`config.mk`:
```
export PLATFORM = sky130hd
export DESIGN_NAME = gpt_unit
export DESIGN_NICKNAME = d
export VERILOG_FILES = /design/src/hdl/gpt_pkg.sv /design/src/hdl/gpt_timer.sv /design/src/hdl/gpt_unit.sv
export VERILOG_INCLUDE_DIRS = /design/src /design/src/hdl
export SDC_FILE = /design/constraint.sdc
export NUM_CORES = 1
export LEC_CHECK = 0
export ABC_AREA = 1
export BUFFER_PORTS_ARGS = -buffer_cell sky130_fd_sc_hd__buf_4
export CELL_PAD_IN_SITES_DETAIL_PLACEMENT = 0
export CELL_PAD_IN_SITES_GLOBAL_PLACEMENT = 2
export CORE_ASPECT_RATIO = 0.5
export CORE_UTILIZATION = 36
export CTS_CLUSTER_DIAMETER = 50
export DETAILED_ROUTE_END_ITERATION = 8
export PLACE_DENSITY = 0.87
export SLEW_MARGIN = 5
export SYNTH_ARGS = -nofsm -noshare
export SYNTH_HDL_FRONTEND = slang
export SYNTH_HIERARCHICAL = 1
export SYNTH_SLANG_ARGS = --single-unit
```
`constraint.sdc`:
```
create_clock -name i_clk -period 3.8 [get_ports i_clk]
set_input_delay 0.57 -clock i_clk [delete_from_list [all_inputs] [get_ports i_clk]]
set_output_delay 0.57 -clock i_clk [all_outputs]
set_load 0.1 [all_outputs]
```
`src/hdl/gpt_defines.svh`:
```
// offsets, reset values and prescaler constants of the timer unit
// How it works
// - five 16-bit timers in two groups; timers chain within a group.
// - each first-group timer selects timer, gated, counter or encoder mode.
// - first-group timer mode counts cpu clock over 8 shifted by 3-bit select.
// - counter mode advances on chosen edges of the timer input pin.
// - gated mode counts prescaled ticks only while the pin is at gate level.
// - encoder mode takes A and B pins and derives count and direction.
// - first core timer flips its toggle latch on each wrap; latch may drive a pin.
// - first core toggle latch can clock either first-group aux timer.
// - first-group aux timers may act as reload or capture for the core.
// - both second-group timers run from prescaled cpu clock or external pins.
// - second-group prescaler is 4 shifted by the 3-bit select.
// - software sets direction; the direction pin may alter it live.
// - second core timer flips its latch on wrap; latch clocks aux or a pin.
// - second core wrap may reload it from capture register; also feeds capture/compare unit.
// - chosen edge on capture pin latches second aux timer into capture register.
// - optionally second aux timer clears right after its capture.
// - capture may instead trigger on first core input pin, direction pin or both.
`ifndef GPT_DEFINES_SVH
`define GPT_DEFINES_SVH

`define GPT_ADDR_CTRL 4'h0
`define GPT_ADDR_COUNT 4'h5
`define GPT_ADDR_CAPCTL 4'ha
`define GPT_ADDR_CAPTURE_RELOAD 4'hb
`define GPT_ADDR_STATUS 4'hc

`define GPT_CTRL_RST 16'h0000
`define GPT_CAPCTL_RST 16'h0000
`define GPT_COUNT_RST 16'h0000

`define GPT_PRE_A_BASE 11'h008
`define GPT_PRE_B_BASE 11'h004

`endif

```
`src/hdl/gpt_pkg.sv`:
```
// types of the timer unit
package gpt_pkg;

  typedef enum logic [2:0] {
    GPT_TIMER,
    GPT_GATED,
    GPT_COUNTER,
    GPT_INCR,
    GPT_RELOAD,
    GPT_CAPT
  } gpt_mode_t;

  typedef struct packed {
    logic [1:0] spare;
    logic tog_en;
    logic latch_clk;
    logic gate_lvl;
    logic [1:0] edge_sel;
    logic ext_dir;
    logic down;
    logic run;
    gpt_mode_t mode;
    logic [2:0] presc_sel;
  } gpt_ctrl_t;

  typedef struct packed {
    logic [9:0] spare;
    logic rel;
    logic [1:0] src;
    logic clr;
    logic [1:0] edge_sel;
  } gpt_capctl_t;

endpackage

```
`src/hdl/gpt_timer.sv`:
```
// one 16-bit up/down timer cell with load, clear and reload
`timescale 1ns/100ps
`default_nettype none
module gpt_timer #(
  parameter int WIDTH = 16
)
(
  input wire logic i_clk,
  input wire logic i_rst,
  input wire logic i_step,
  input wire logic i_down,
  input wire logic i_load,
  input wire logic [WIDTH-1:0] i_load_val,
  input wire logic i_clr,
  input wire logic i_rel_en,
  input wire logic [WIDTH-1:0] i_rel_val,
  output logic [WIDTH-1:0] o_value,
  output logic o_ovf
);
  logic [WIDTH-1:0] next_value;
  wire logic wrap = i_down ? (o_value == '0) : (&o_value);

  assign o_ovf = i_step && wrap && !i_load && !i_clr;

  // load beats clear beats reload beats step
  always_comb
  begin
    if (i_load)
      next_value = i_load_val;
    else if (i_clr)
      next_value = '0;
    else if (o_ovf && i_rel_en)
      next_value = i_rel_val;
    else if (i_step)
      next_value = i_down ? o_value - 1'b1 : o_value + 1'b1;
    else
      next_value = o_value;
  end

  always_ff @(posedge i_clk)
  begin
    if (i_rst)
      o_value <= '0;
    else
      o_value <= next_value;
  end
endmodule
`default_nettype wire

```
`src/hdl/gpt_unit.sv`:
```
// general purpose timer unit: two timer groups, capture register, registers
`timescale 1ns/100ps
`default_nettype none
`include "gpt_defines.svh"
module gpt_unit (
  input wire logic i_clk,
  input wire logic i_rst,
  input wire logic [3:0] i_addr,
  input wire logic [15:0] i_wdata,
  input wire logic i_wr,
  input wire logic i_rd,
  output logic [15:0] o_rdata,
  input wire logic [4:0] i_timer_input_pin,
  input wire logic [4:0] i_direction_input_pin,
  input wire logic i_capture_input_pin,
  output logic o_toggle_output_pin,
  output logic o_core_b_toggle_pin,
  output logic o_core_b_ovf,
  output logic [5:0] o_irq
);
  import gpt_pkg::*;

  // ------------------------------------------
  // timer order: 0 aux_a, 1 core_a, 2 aux_b, 3 aux_c, 4 core_b
  // ------------------------------------------
  gpt_ctrl_t ctrl [5];
  gpt_capctl_t capctl;
  logic [15:0] capture_reload_register;
  logic [9:0] presc;
  logic core_a_latch;
  logic core_b_latch;
  logic core_a_latch_q;
  logic core_b_latch_q;
  logic [10:0] pin_s1;
  logic [10:0] pin_s2;
  logic [10:0] pin_s3;
  logic [15:0] val [5];
  logic [15:0] ld_val [5];
  logic [15:0] rel_val [5];
  logic [15:0] rd_tab [16];
  logic [4:0] evt;
  logic [4:0] dn;
  logic [4:0] ld;
  logic [4:0] clr;
  logic [4:0] rel_en;
  logic [4:0] ovf;
  logic [4:0] sw_ld;

  function automatic logic edge_hit(input logic [1:0] sel, input logic r, input logic f);
    edge_hit = (sel[0] && r) || (sel[1] && f);
  endfunction

  // ------------------------------------------
  // pin synchronisers and edge detect
  // ------------------------------------------
  // bits 0..4 timer inputs, 5..9 direction inputs, 10 capture input
  wire logic [10:0] pin_raw = {i_capture_input_pin, i_direction_input_pin, i_timer_input_pin};
  wire logic [10:0] pin_rise = pin_s2 & ~pin_s3;
  wire logic [10:0] pin_fall = ~pin_s2 & pin_s3;

  always_ff @(posedge i_clk)
  begin
    if (i_rst)
    begin
      pin_s1 <= 11'h000;
      pin_s2 <= 11'h000;
      pin_s3 <= 11'h000;
    end
    else
    begin
      pin_s1 <= pin_raw;
      pin_s2 <= pin_s1;
      pin_s3 <= pin_s2;
    end
  end

  // ------------------------------------------
  // shared prescaler
  // ------------------------------------------
  always_ff @(posedge i_clk)
  begin
    if (i_rst)
      presc <= 10'h000;
    else
      presc <= presc + 10'h001;
  end

  // ------------------------------------------
  // five timers
  // ------------------------------------------
  for (genvar i = 0; i < 5; i++)
  begin : g_tmr
    localparam bit GRP_B = (i >= 3);
    localparam bit AUX = (i == 0) || (i == 2) || (i == 3);
    logic raw_evt;
    wire logic [10:0] base = GRP_B ? `GPT_PRE_B_BASE : `GPT_PRE_A_BASE;
    wire logic [10:0] mask = 11'((base << ctrl[i].presc_sel) - 11'h001);
    wire logic tick = (presc & mask[9:0]) == mask[9:0];
    wire logic lat = (i == 3) ? core_b_latch : core_a_latch;
    wire logic lat_q = (i == 3) ? core_b_latch_q : core_a_latch_q;
    wire logic pin_e = edge_hit(ctrl[i].edge_sel, pin_rise[i], pin_fall[i]);
    wire logic lat_e = edge_hit(ctrl[i].edge_sel, lat && !lat_q, !lat && lat_q);
    wire logic a_e = pin_rise[i] || pin_fall[i];
    wire logic quad = a_e || pin_rise[i+5] || pin_fall[i+5];
    // A leading B counts up
    wire logic quad_dn = a_e ? (pin_s2[i] == pin_s2[i+5]) : (pin_s2[i] != pin_s2[i+5]);

    always_comb
    begin
      unique case (ctrl[i].mode)
        GPT_TIMER: raw_evt = tick;
        GPT_GATED: raw_evt = tick && (pin_s2[i] == ctrl[i].gate_lvl);
        GPT_COUNTER: raw_evt = (AUX && ctrl[i].latch_clk) ? lat_e : pin_e;
        GPT_INCR: raw_evt = !GRP_B && quad;
        default: raw_evt = 1'b0;
      endcase
    end

    assign evt[i] = ctrl[i].run && raw_evt;
    assign dn[i] = (ctrl[i].mode == GPT_INCR) ? (quad_dn ^ ctrl[i].down)
                 : (ctrl[i].down ^ (ctrl[i].ext_dir && pin_s2[i+5]));
    assign sw_ld[i] = i_wr && (i_addr == `GPT_ADDR_COUNT + 4'(i));
    assign rd_tab[i] = ctrl[i];
    assign rd_tab[i+5] = val[i];

    gpt_timer #(.WIDTH(16)) u_tmr (
      .i_clk(i_clk),
      .i_rst(i_rst),
      .i_step(evt[i]),
      .i_down(dn[i]),
      .i_load(ld[i]),
      .i_load_val(ld_val[i]),
      .i_clr(clr[i]),
      .i_rel_en(rel_en[i]),
      .i_rel_val(rel_val[i]),
      .o_value(val[i]),
      .o_ovf(ovf[i])
    );
  end

  // ------------------------------------------
  // aux reload / capture for core_a
  // ------------------------------------------
  wire logic cap_a0 = (ctrl[0].mode == GPT_CAPT)
                    && edge_hit(ctrl[0].edge_sel, pin_rise[0], pin_fall[0]);
  wire logic cap_a2 = (ctrl[2].mode == GPT_CAPT)
                    && edge_hit(ctrl[2].edge_sel, pin_rise[2], pin_fall[2]);
  wire logic rel_a0 = ctrl[0].mode == GPT_RELOAD;
  wire logic rel_a2 = ctrl[2].mode == GPT_RELOAD;

  // ------------------------------------------
  // capture register trigger
  // ------------------------------------------
  wire logic cap_pin_e = edge_hit(capctl.edge_sel, pin_rise[10], pin_fall[10]);
  wire logic cap_in_e = edge_hit(capctl.edge_sel, pin_rise[1], pin_fall[1]);
  wire logic cap_dir_e = edge_hit(capctl.edge_sel, pin_rise[6], pin_fall[6]);
  wire logic cap_evt = (capctl.src == 2'h0) ? cap_pin_e
                     : ((capctl.src[0] && cap_in_e) || (capctl.src[1] && cap_dir_e));

  assign ld[0] = sw_ld[0] || cap_a0;
  assign ld[1] = sw_ld[1];
  assign ld[2] = sw_ld[2] || cap_a2;
  assign ld[3] = sw_ld[3];
  assign ld[4] = sw_ld[4];
  assign ld_val[0] = cap_a0 ? val[1] : i_wdata;
  assign ld_val[1] = i_wdata;
  assign ld_val[2] = cap_a2 ? val[1] : i_wdata;
  assign ld_val[3] = i_wdata;
  assign ld_val[4] = i_wdata;
  assign clr = {1'b0, cap_evt && capctl.clr, 3'b000};
  assign rel_en = {capctl.rel, 2'b00, rel_a0 || rel_a2, 1'b0};
  assign rel_val[0] = 16'h0000;
  assign rel_val[1] = rel_a0 ? val[0] : val[2];
  assign rel_val[2] = 16'h0000;
  assign rel_val[3] = 16'h0000;
  assign rel_val[4] = capture_reload_register;

  // ------------------------------------------
  // register file
  // ------------------------------------------
  wire logic wr_capctl = i_wr && (i_addr == `GPT_ADDR_CAPCTL);
  wire logic wr_capture_reload = i_wr && (i_addr == `GPT_ADDR_CAPTURE_RELOAD);

  assign rd_tab[10] = capctl;
  assign rd_tab[11] = capture_reload_register;
  assign rd_tab[12] = {14'h0000, core_b_latch, core_a_latch};
  assign rd_tab[13] = 16'h0000;
  assign rd_tab[14] = 16'h0000;
  assign rd_tab[15] = 16'h0000;

  always_ff @(posedge i_clk)
  begin
    if (i_rst)
    begin
      for (int k = 0; k < 5; k++)
        ctrl[k] <= gpt_ctrl_t'(`GPT_CTRL_RST);
      capctl <= gpt_capctl_t'(`GPT_CAPCTL_RST);
    end
    else
    begin
      for (int k = 0; k < 5; k++)
        if (i_wr && (i_addr == `GPT_ADDR_CTRL + 4'(k)))
          ctrl[k] <= gpt_ctrl_t'(i_wdata);
      if (wr_capctl)
        capctl <= gpt_capctl_t'(i_wdata);
    end
  end

  // hardware capture wins over a software write
  always_ff @(posedge i_clk)
  begin
    if (i_rst)
      capture_reload_register <= `GPT_COUNT_RST;
    else if (cap_evt)
      capture_reload_register <= val[3];
    else if (wr_capture_reload)
      capture_reload_register <= i_wdata;
  end

  always_ff @(posedge i_clk)
  begin
    if (i_rst)
      o_rdata <= 16'h0000;
    else
      o_rdata <= i_rd ? rd_tab[i_addr] : 16'h0000;
  end

  // ------------------------------------------
  // toggle latches and outputs
  // ------------------------------------------
  always_ff @(posedge i_clk)
  begin
    if (i_rst)
    begin
      core_a_latch <= 1'b0;
      core_b_latch <= 1'b0;
      core_a_latch_q <= 1'b0;
      core_b_latch_q <= 1'b0;
    end
    else
    begin
      core_a_latch <= core_a_latch ^ ovf[1];
      core_b_latch <= core_b_latch ^ ovf[4];
      core_a_latch_q <= core_a_latch;
      core_b_latch_q <= core_b_latch;
    end
  end

  always_ff @(posedge i_clk)
  begin
    if (i_rst)
    begin
      o_toggle_output_pin <= 1'b0;
      o_core_b_toggle_pin <= 1'b0;
      o_core_b_ovf <= 1'b0;
      o_irq <= 6'h00;
    end
    else
    begin
      o_toggle_output_pin <= core_a_latch && ctrl[1].tog_en;
      o_core_b_toggle_pin <= core_b_latch && ctrl[4].tog_en;
      o_core_b_ovf <= ovf[4];
      o_irq <= {cap_evt, ovf};
    end
  end
endmodule
`default_nettype wire

```
# Word level (Yosys, flattened, before mapping)
# Memories as Yosys holds them, arrays and structs flattened.
# Index checks and enable logic that the tools add are counted.
[word_totals]
register_bits = 184
ramBits = 80
inputBits = 35
n_memories = 1
[memory_table]
columns = ["name", "depth", "word_bits", "read_ports", "rd_clocked_by_memory_dff", "write_ports", "line_no", "rtl"]
rows = [
  ["ctrl", 5, 16, 5, 0, 5, "gpt_unit.sv:26", "gpt_ctrl_t ctrl [5];"],
]
[classes]
add_sub_neg = 16
magnitude_cmp = 1
n_eq_ne = 50
shift = 5
mux = 72
bitwise = 28
n_reduce_logical = 133
[ops]
columns = ["operator", "n"]
rows = [
  ["two-way mux 16 bit", 30],
  ["adder 16 x 1 -> 16 bit, second input constant", 5],
  ["logical NOT 16 bit", 5],
  ["AND reduction 16 bit", 5],
  ["subtractor 16 x 1 -> 16 bit, second input constant", 5],
  ["logical AND 1 bit", 73],
  ["binary-select mux 16 bit (select 4 bit)", 1],
  ["bitwise AND 10 bit", 5],
  ["== test 10 bit", 5],
  ["subtractor 10 x 1 -> 10 bit, second input constant", 5],
  ["two-way mux 1 bit", 36],
  ["== test 3 x 2 -> 1 bit, second input constant", 10],
  ["<< shifter 4 x 3 -> 10 bit, first input constant", 3],
  ["logical OR 1 bit", 26],
  ["bitwise AND 11 bit", 2],
  ["NOT 11 bit", 2],
  ["<< shifter 3 x 3 -> 10 bit, first input constant", 2],
  ["== test 4 x 3 -> 1 bit, second input constant", 4],
  ["== test 4 bit, second input constant", 4],
  ["== test 3 x 1 -> 1 bit, second input constant", 5],
  ["logical NOT 3 bit", 5],
  ["== test 3 bit, second input constant", 4],
  ["one-hot mux 1 bit (4 select lines)", 3],
  ["bitwise XOR 1 bit", 12],
  ["16 further kinds", 48],
]

# Depth between registers and ports, before layout
# An unclocked memory read counts as a cell.
[depth]
word_depth = 13
mapped_depth = 20
mapped_depth_nobuf = 20

# Cells and area by module
# The synthesis kept the hierarchy.
[modules_own_cells]
columns = ["module", "n_inst", "cells_each", "area_per_inst_um2"]
rows = [
  ["gpt_unit", 1, 1275, 9285.2],
  ["gpt_timer (g_tmr[0].u_tmr ...)", 4, 351, 2142.1],
  ["gpt_timer (g_tmr[4].u_tmr)", 1, 356, 2120.8],
]

# Worst setup path after synthesis
# OpenSTA, ideal clock, no wires.
[synth_path]
path_type = "register to register"
startpoint = "register pin_s2[4]"
endpoint = "register g_tmr[4].u_tmr.o_value[15]"
setup_ps = 70
t_arrival_ps = 3418
path_slack_ps = 312
path_stages_with_launch = 19
n_path_buf = 0
period_less_slack_ps = 3488
cell_sequence = "dfxtp_1 > inv_1 > ha_1 > xnor2_1 > nand2_1 > nand2_1 > o21ai_0 > xnor2_1 > ha_1 > or2_2 > nand3_1 > nand2_1 > nand2_1 > nand2_1 > nand2_1 > nand2_1 > nand2_1 > nand3_1 > a21oi_1"
[synth_between]
elab_chain_cells = 12
[synth_lines]
columns = ["item", "line_no", "rtl"]
rows = [
  ["from (decl)", "gpt_unit.sv:35", "logic [10:0] pin_s2;"],
  ["from (signal assigned)", "gpt_unit.sv:72", "pin_s2 <= pin_s1;"],
  ["NOT 11 bit", "gpt_unit.sv:59", "wire logic [10:0] pin_fall = ~pin_s2 & pin_s3;"],
  ["bitwise AND 11 bit", "gpt_unit.sv:59", ""],
  ["logical OR 1 bit", "gpt_unit.sv:103", "wire logic a_e = pin_rise[i] || pin_fall[i];"],
  ["two-way mux 1 bit (*)", "gpt_unit.sv:106", "wire logic quad_dn = a_e ? (pin_s2[i] == pin_s2[i+5]) : (pin_s2[i] != pin_s2[i+5]);"],
  ["bitwise XOR 1 bit (*)", "gpt_unit.sv:120", "assign dn[i] = (ctrl[i].mode == GPT_INCR) ? (quad_dn ^ ctrl[i].down)"],
  ["two-way mux 1 bit (*)", "gpt_unit.sv:120", ""],
  ["named net dn[4]", "gpt_unit.sv:42", "logic [4:0] dn;"],
  ["two-way mux 1 bit", "gpt_timer.sv:21", "wire logic wrap = i_down ? (o_value == '0) : (&o_value);"],
  ["logical AND 1 bit (2 in a row)", "gpt_timer.sv:23", "assign o_ovf = i_step && wrap && !i_load && !i_clr;"],
  ["logical AND 1 bit", "gpt_timer.sv:32", "else if (o_ovf && i_rel_en)"],
  ["two-way mux 16 bit", "gpt_timer.sv:32", ""],
  ["two-way mux 16 bit", "gpt_timer.sv:28", "if (i_load)"],
  ["to (signal assigned)", "gpt_timer.sv:45", "o_value <= next_value;"],
  ["to (decl)", "gpt_timer.sv:17", "output logic [WIDTH-1:0] o_value,"],
]
# Mark *: on every way through the listed nets, which the timed path passes. The rest lies on a longest branch. The select of a mux whose other input is x is not followed.
# A chain may end at the register's enable or synchronous reset.

# Worst setup path after layout
[layout_path]
startpoint = "register pin_s2[2]"
endpoint = "register g_tmr[2].u_tmr.o_value[13]"
[layout_between]
elab_chain_cells = 9
[layout_lines]
columns = ["item", "line_no", "rtl"]
rows = [
  ["NOT 11 bit", "gpt_unit.sv:59", ""],
  ["bitwise AND 11 bit", "gpt_unit.sv:59", ""],
  ["logical OR 1 bit", "gpt_unit.sv:103", ""],
  ["two-way mux 1 bit (*)", "gpt_unit.sv:106", ""],
  ["bitwise XOR 1 bit (*)", "gpt_unit.sv:120", ""],
  ["two-way mux 1 bit (*)", "gpt_unit.sv:120", ""],
  ["named net dn[2]", "gpt_unit.sv:42", ""],
  ["two-way mux 16 bit (*)", "gpt_timer.sv:35", "next_value = i_down ? o_value - 1'b1 : o_value + 1'b1;"],
  ["two-way mux 16 bit (*)", "gpt_timer.sv:34", "else if (i_step)"],
  ["two-way mux 16 bit (*)", "gpt_timer.sv:28", ""],
  ["to (signal assigned)", "gpt_timer.sv:45", ""],
  ["to (decl)", "gpt_timer.sv:17", ""],
]
# Marks and branches as above.

==> results.txt <==
Status - completed
Max Cap Viol - 0
Synth-to-Final Area Change - 12.7%
Setup Fix Bufs, Post-CTS - 0
Slew @ Worst Pin - 1320 ps
Clk network pwr share - 36.2%
Clock-pin slew on the worst setup and hold paths - 60 ps
RD Place Congestion - 0.949
Setup CP Type - flip-flop to flip-flop
Seq cells post-synth - 261
CTS H-tree lvls - 2
First DRT Iteration DRCs - 1851
Post-Syn Area - 20000 um^2
Critical Path, Cell by Cell - inv_1 > ha_1 > xnor2_1 > xor2_1 > nand2_1 > nand3b_1 > nand2_1 > buf_4 > ha_1 > nand2_1 > inv_1 > nand2_1 > nand2_1 > a21oi_1 > nand2_1 > nand2_1 > nand2_1 > nand2_1 > nand3_1 > a21oi_1
Clock latency on the worst-skew pair - 550 ps
WL/cell - 19.2 um
Multi-input combinational cell area - 11900 um^2
Reg power frac - 36.2%
Fillcell total - 5797
Ratio of cells with drive above 1 in the final layout - 12.6%
Initial core utilization - 36.8%
Vias - 19800
IO Count - 60
Core Box Area - 54300 um^2
Area leader, netlist - dfxtp_1
Root Buffer - clkbuf_16
CP startpoint - pin_s2[2]
WP data required - 4270 ps
Final Power - 0.00916 W
Final worst slack - 324 ps
Max Used Layer - met4
Setup TNS - 0 ps
Antenna viol nets, final - 0
Sink Count - 261
Die area - 56500 um^2
Synth warn - 6
Power Dens Cells - 407 nW/um^2
Die height - 169 um
Delay-heaviest family, CP - simple AND/OR/NAND/NOR gates
Pleak - 10.2 nW
Fin nets - 3246
Psw - 0.00334 W
First-pass GRT wire length - 114000 um
Crit start category - flip-flop
Unrepaired setup endpoints after global routing - false
Worst setup EP type - flip-flop
Synth top area share - 18.1%
Post-Place Worst Slack - 246 ps
Detailed Place HPWL - 55800 um
Period utilisation layout - 91.5%
DR vias/cell - 5.08
Fmax - 288 MHz
Initial antenna violation count - 2
Seq/Total Area, Yosys - 30.2%
Crit path buf inv count - 3
Port Buffers - 59
CTS Buffer Depth - 3
Drt total wl - 74700 um
Hold Violations, Final - 0
Vias in the first global route - 18600
Drt first pass iters - 5
FF-to-FF Start - pin_s2[2]
Period minus WS final - 3480 ps
Inserted Diodes - 0
Post-CTS resize count - 0
CP max FO - 9
Grt total ovfl - 0
Critical path's slowest cell - ha_1
Post-route DRC - 0
Slew Limit Fails - 0
Count of cell types in the netlist - 39
Internal Power - 0.00582 W
Largest net degree at the start of global routing - 62
Comb power frac - 27.6%
CTS tree - built
FF+latch area - 6030 um^2
Area contributors post-synth - dfxtp_1 18%, nand2_1 17%, edfxtp_1 12%, inv_1 8.2%, o21ai_0 5.6%
Synthesized area per cell - 6.58 um^2
Final setup violation count - 0
Fraction of power spent switching nets - 36.5%
# rows - 60
CP max stage delay - 370 ps
Num CTS Buffers - 34
All-Layer GR Usage - 26.2%
WP data arrival - 3940 ps
Cell mode on critical path - nand2_1
VDD IR max - 207 uV
Cts-stage hold buffer count - 0
Hold_sp - i_direction_input_pin[2]
Met1 wire length - 36300 um
Metal2 WL - 31800 um
Clock skew - 30.6 ps
Syn Inst Count - 3035
Chip Width - 335 um
Relative slew margins - 11.6%
Hold Path Class - primary input to flip-flop
WL met3 - 4830 um
cell type report:
| type | instances | area share (%) |
|---|---|---|
| Sequential cell | 261 | 26.8 |
| Timing Repair Buffer | 103 | 3.55 |
| Multi-Input combinational cell | 2276 | 53.1 |
| Tap cell | 744 | 4.14 |
| Inverter | 449 | 7.49 |
| Clock buffer | 39 | 3.91 |
| Clock inverter | 23 | 1.09 |
per-layer routing:
metal | vias up | global-route usage, %
met3 | 101 | 3.29
met1 | 9170 | 38.5
li1 | 9901 | -
met4 | 0 | 6.75
met5 | - | 0
met2 | 613 | 40.3
worst paths after layout:
check,endpoint,slack [ps],depth (start not counted)
setup / recovery,g_tmr[2].u_tmr/o_value[13],320,20
hold / removal,pin_s1[7],240,3
setup reg to reg,g_tmr[2].u_tmr/o_value[13],320,20
hold reg to reg,pin_s2[5],410,2
placed cells by master, fill, tap and decap left out, drive strengths merged:
master and n:
mux2 1, clkbuf 39, conb 55, o22ai 5, a22oi 10, edfxtp 80
nand4 45, or2 8, o21ai 235, nor3 25, bufinv 3, o21bai 1
clkinvlp 2, buf 103, fa 5, xnor2 31, dfxtp 181, ha 81
inv 455, nor2 261, o211ai 2, nand3 250, o31ai 4, clkinv 12
a21boi 2, nand2 941, nand3b 37, xor2 18, a21oi 259
power by group through the flow:
stage,logic [W],registers [W],clock network [W]
2_1_floorplan,0.00180,0.00328,0
5_1_grt,0.00285,0.00333,0.00348
3_5_place_dp,0.00250,0.00337,0
6_report,0.00253,0.00331,0.00332
4_1_cts,0.00251,0.00331,0.00336
3_3_place_gp,0.00249,0.00337,0
Yosys cell counts:
cell type	n
a21boi_0	2
a21oi_1	212
a21oi_2	47
a22oi_1	10
buf_1	2
buf_2	17
buf_4	13
buf_6	15
clkbuf_1	56
conb_1	1
dfxtp_1	181
edfxtp_1	80
fa_1	5
ha_1	81
inv_1	437
inv_2	12
mux2_2	1
nand2_1	908
nand2_2	33
nand3_1	160
nand3_2	85
nand3_4	5
nand3b_1	37
nand4_1	45
nor2_1	225
nor2_2	16
nor2_4	15
nor2_8	5
nor3_1	24
nor3_4	1
o211ai_1	2
o21ai_0	224
o21ai_1	11
o21bai_1	1
o22ai_1	5
o31ai_1	4
or2_2	8
xnor2_1	31
xor2_1	18
stage by stage:
| step | instances | hold WS (ps) | utilization [%] | area (um^2) |
|---|---|---|---|---|
| 2_1_floorplan | 3089 | 388 | - | 20200 |
| 3_3_place_gp | 3833 | 401 | 39.4 | 21400 |
| 3_5_place_dp | 3833 | 395 | 39.4 | 21400 |
| 4_1_cts | 3895 | 235 | 41.5 | 22500 |
| 5_1_grt | 3895 | 237 | 41.5 | 22500 |
| 6_report | 3895 | 244 | 41.5 | 22500 |
registers in the layout, indices dropped and copies added (netlist names), 9 cells and up:
register	flops
capctl	16
capture_reload_register	16
ctrl	80
g_tmr.u_tmr/o_value	80
o_rdata	16
pin_s1	11
pin_s2	11
pin_s3	9
presc	10
worst reg2reg max path: stages (launching register included):
cell and delay (ps):
dfxtp_1 350, inv_1 110, ha_1 340, xnor2_1 170
xor2_1 210, nand2_1 110, nand3b_1 100, nand2_1 330
buf_4 340, ha_1 370, nand2_1 180, inv_1 60
nand2_1 60, nand2_1 40, a21oi_1 180, nand2_1 80
nand2_1 60, nand2_1 50, nand2_1 50, nand3_1 60
a21oi_1 130
logic make-up (layout without fill, tap and decap cells):
family | count (synthesis) | after routing | synth area share [%]
AND/OR/NAND/NOR | 1567 | 1567 | 36.6
XOR/XNOR | 49 | 49 | 2.15
AO/OA/AOI/OAI | 518 | 518 | 14.1
buffers and inverters | 552 | 614 | 11.3
adder cells (fa/ha/maj) | 86 | 86 | 5.58
other | 1 | 55 | 0.0188
flip-flops | 261 | 261 | 30.2
multiplexers | 1 | 1 | 0.0564
Note: power is estimated with default switching activity, not from simulation.
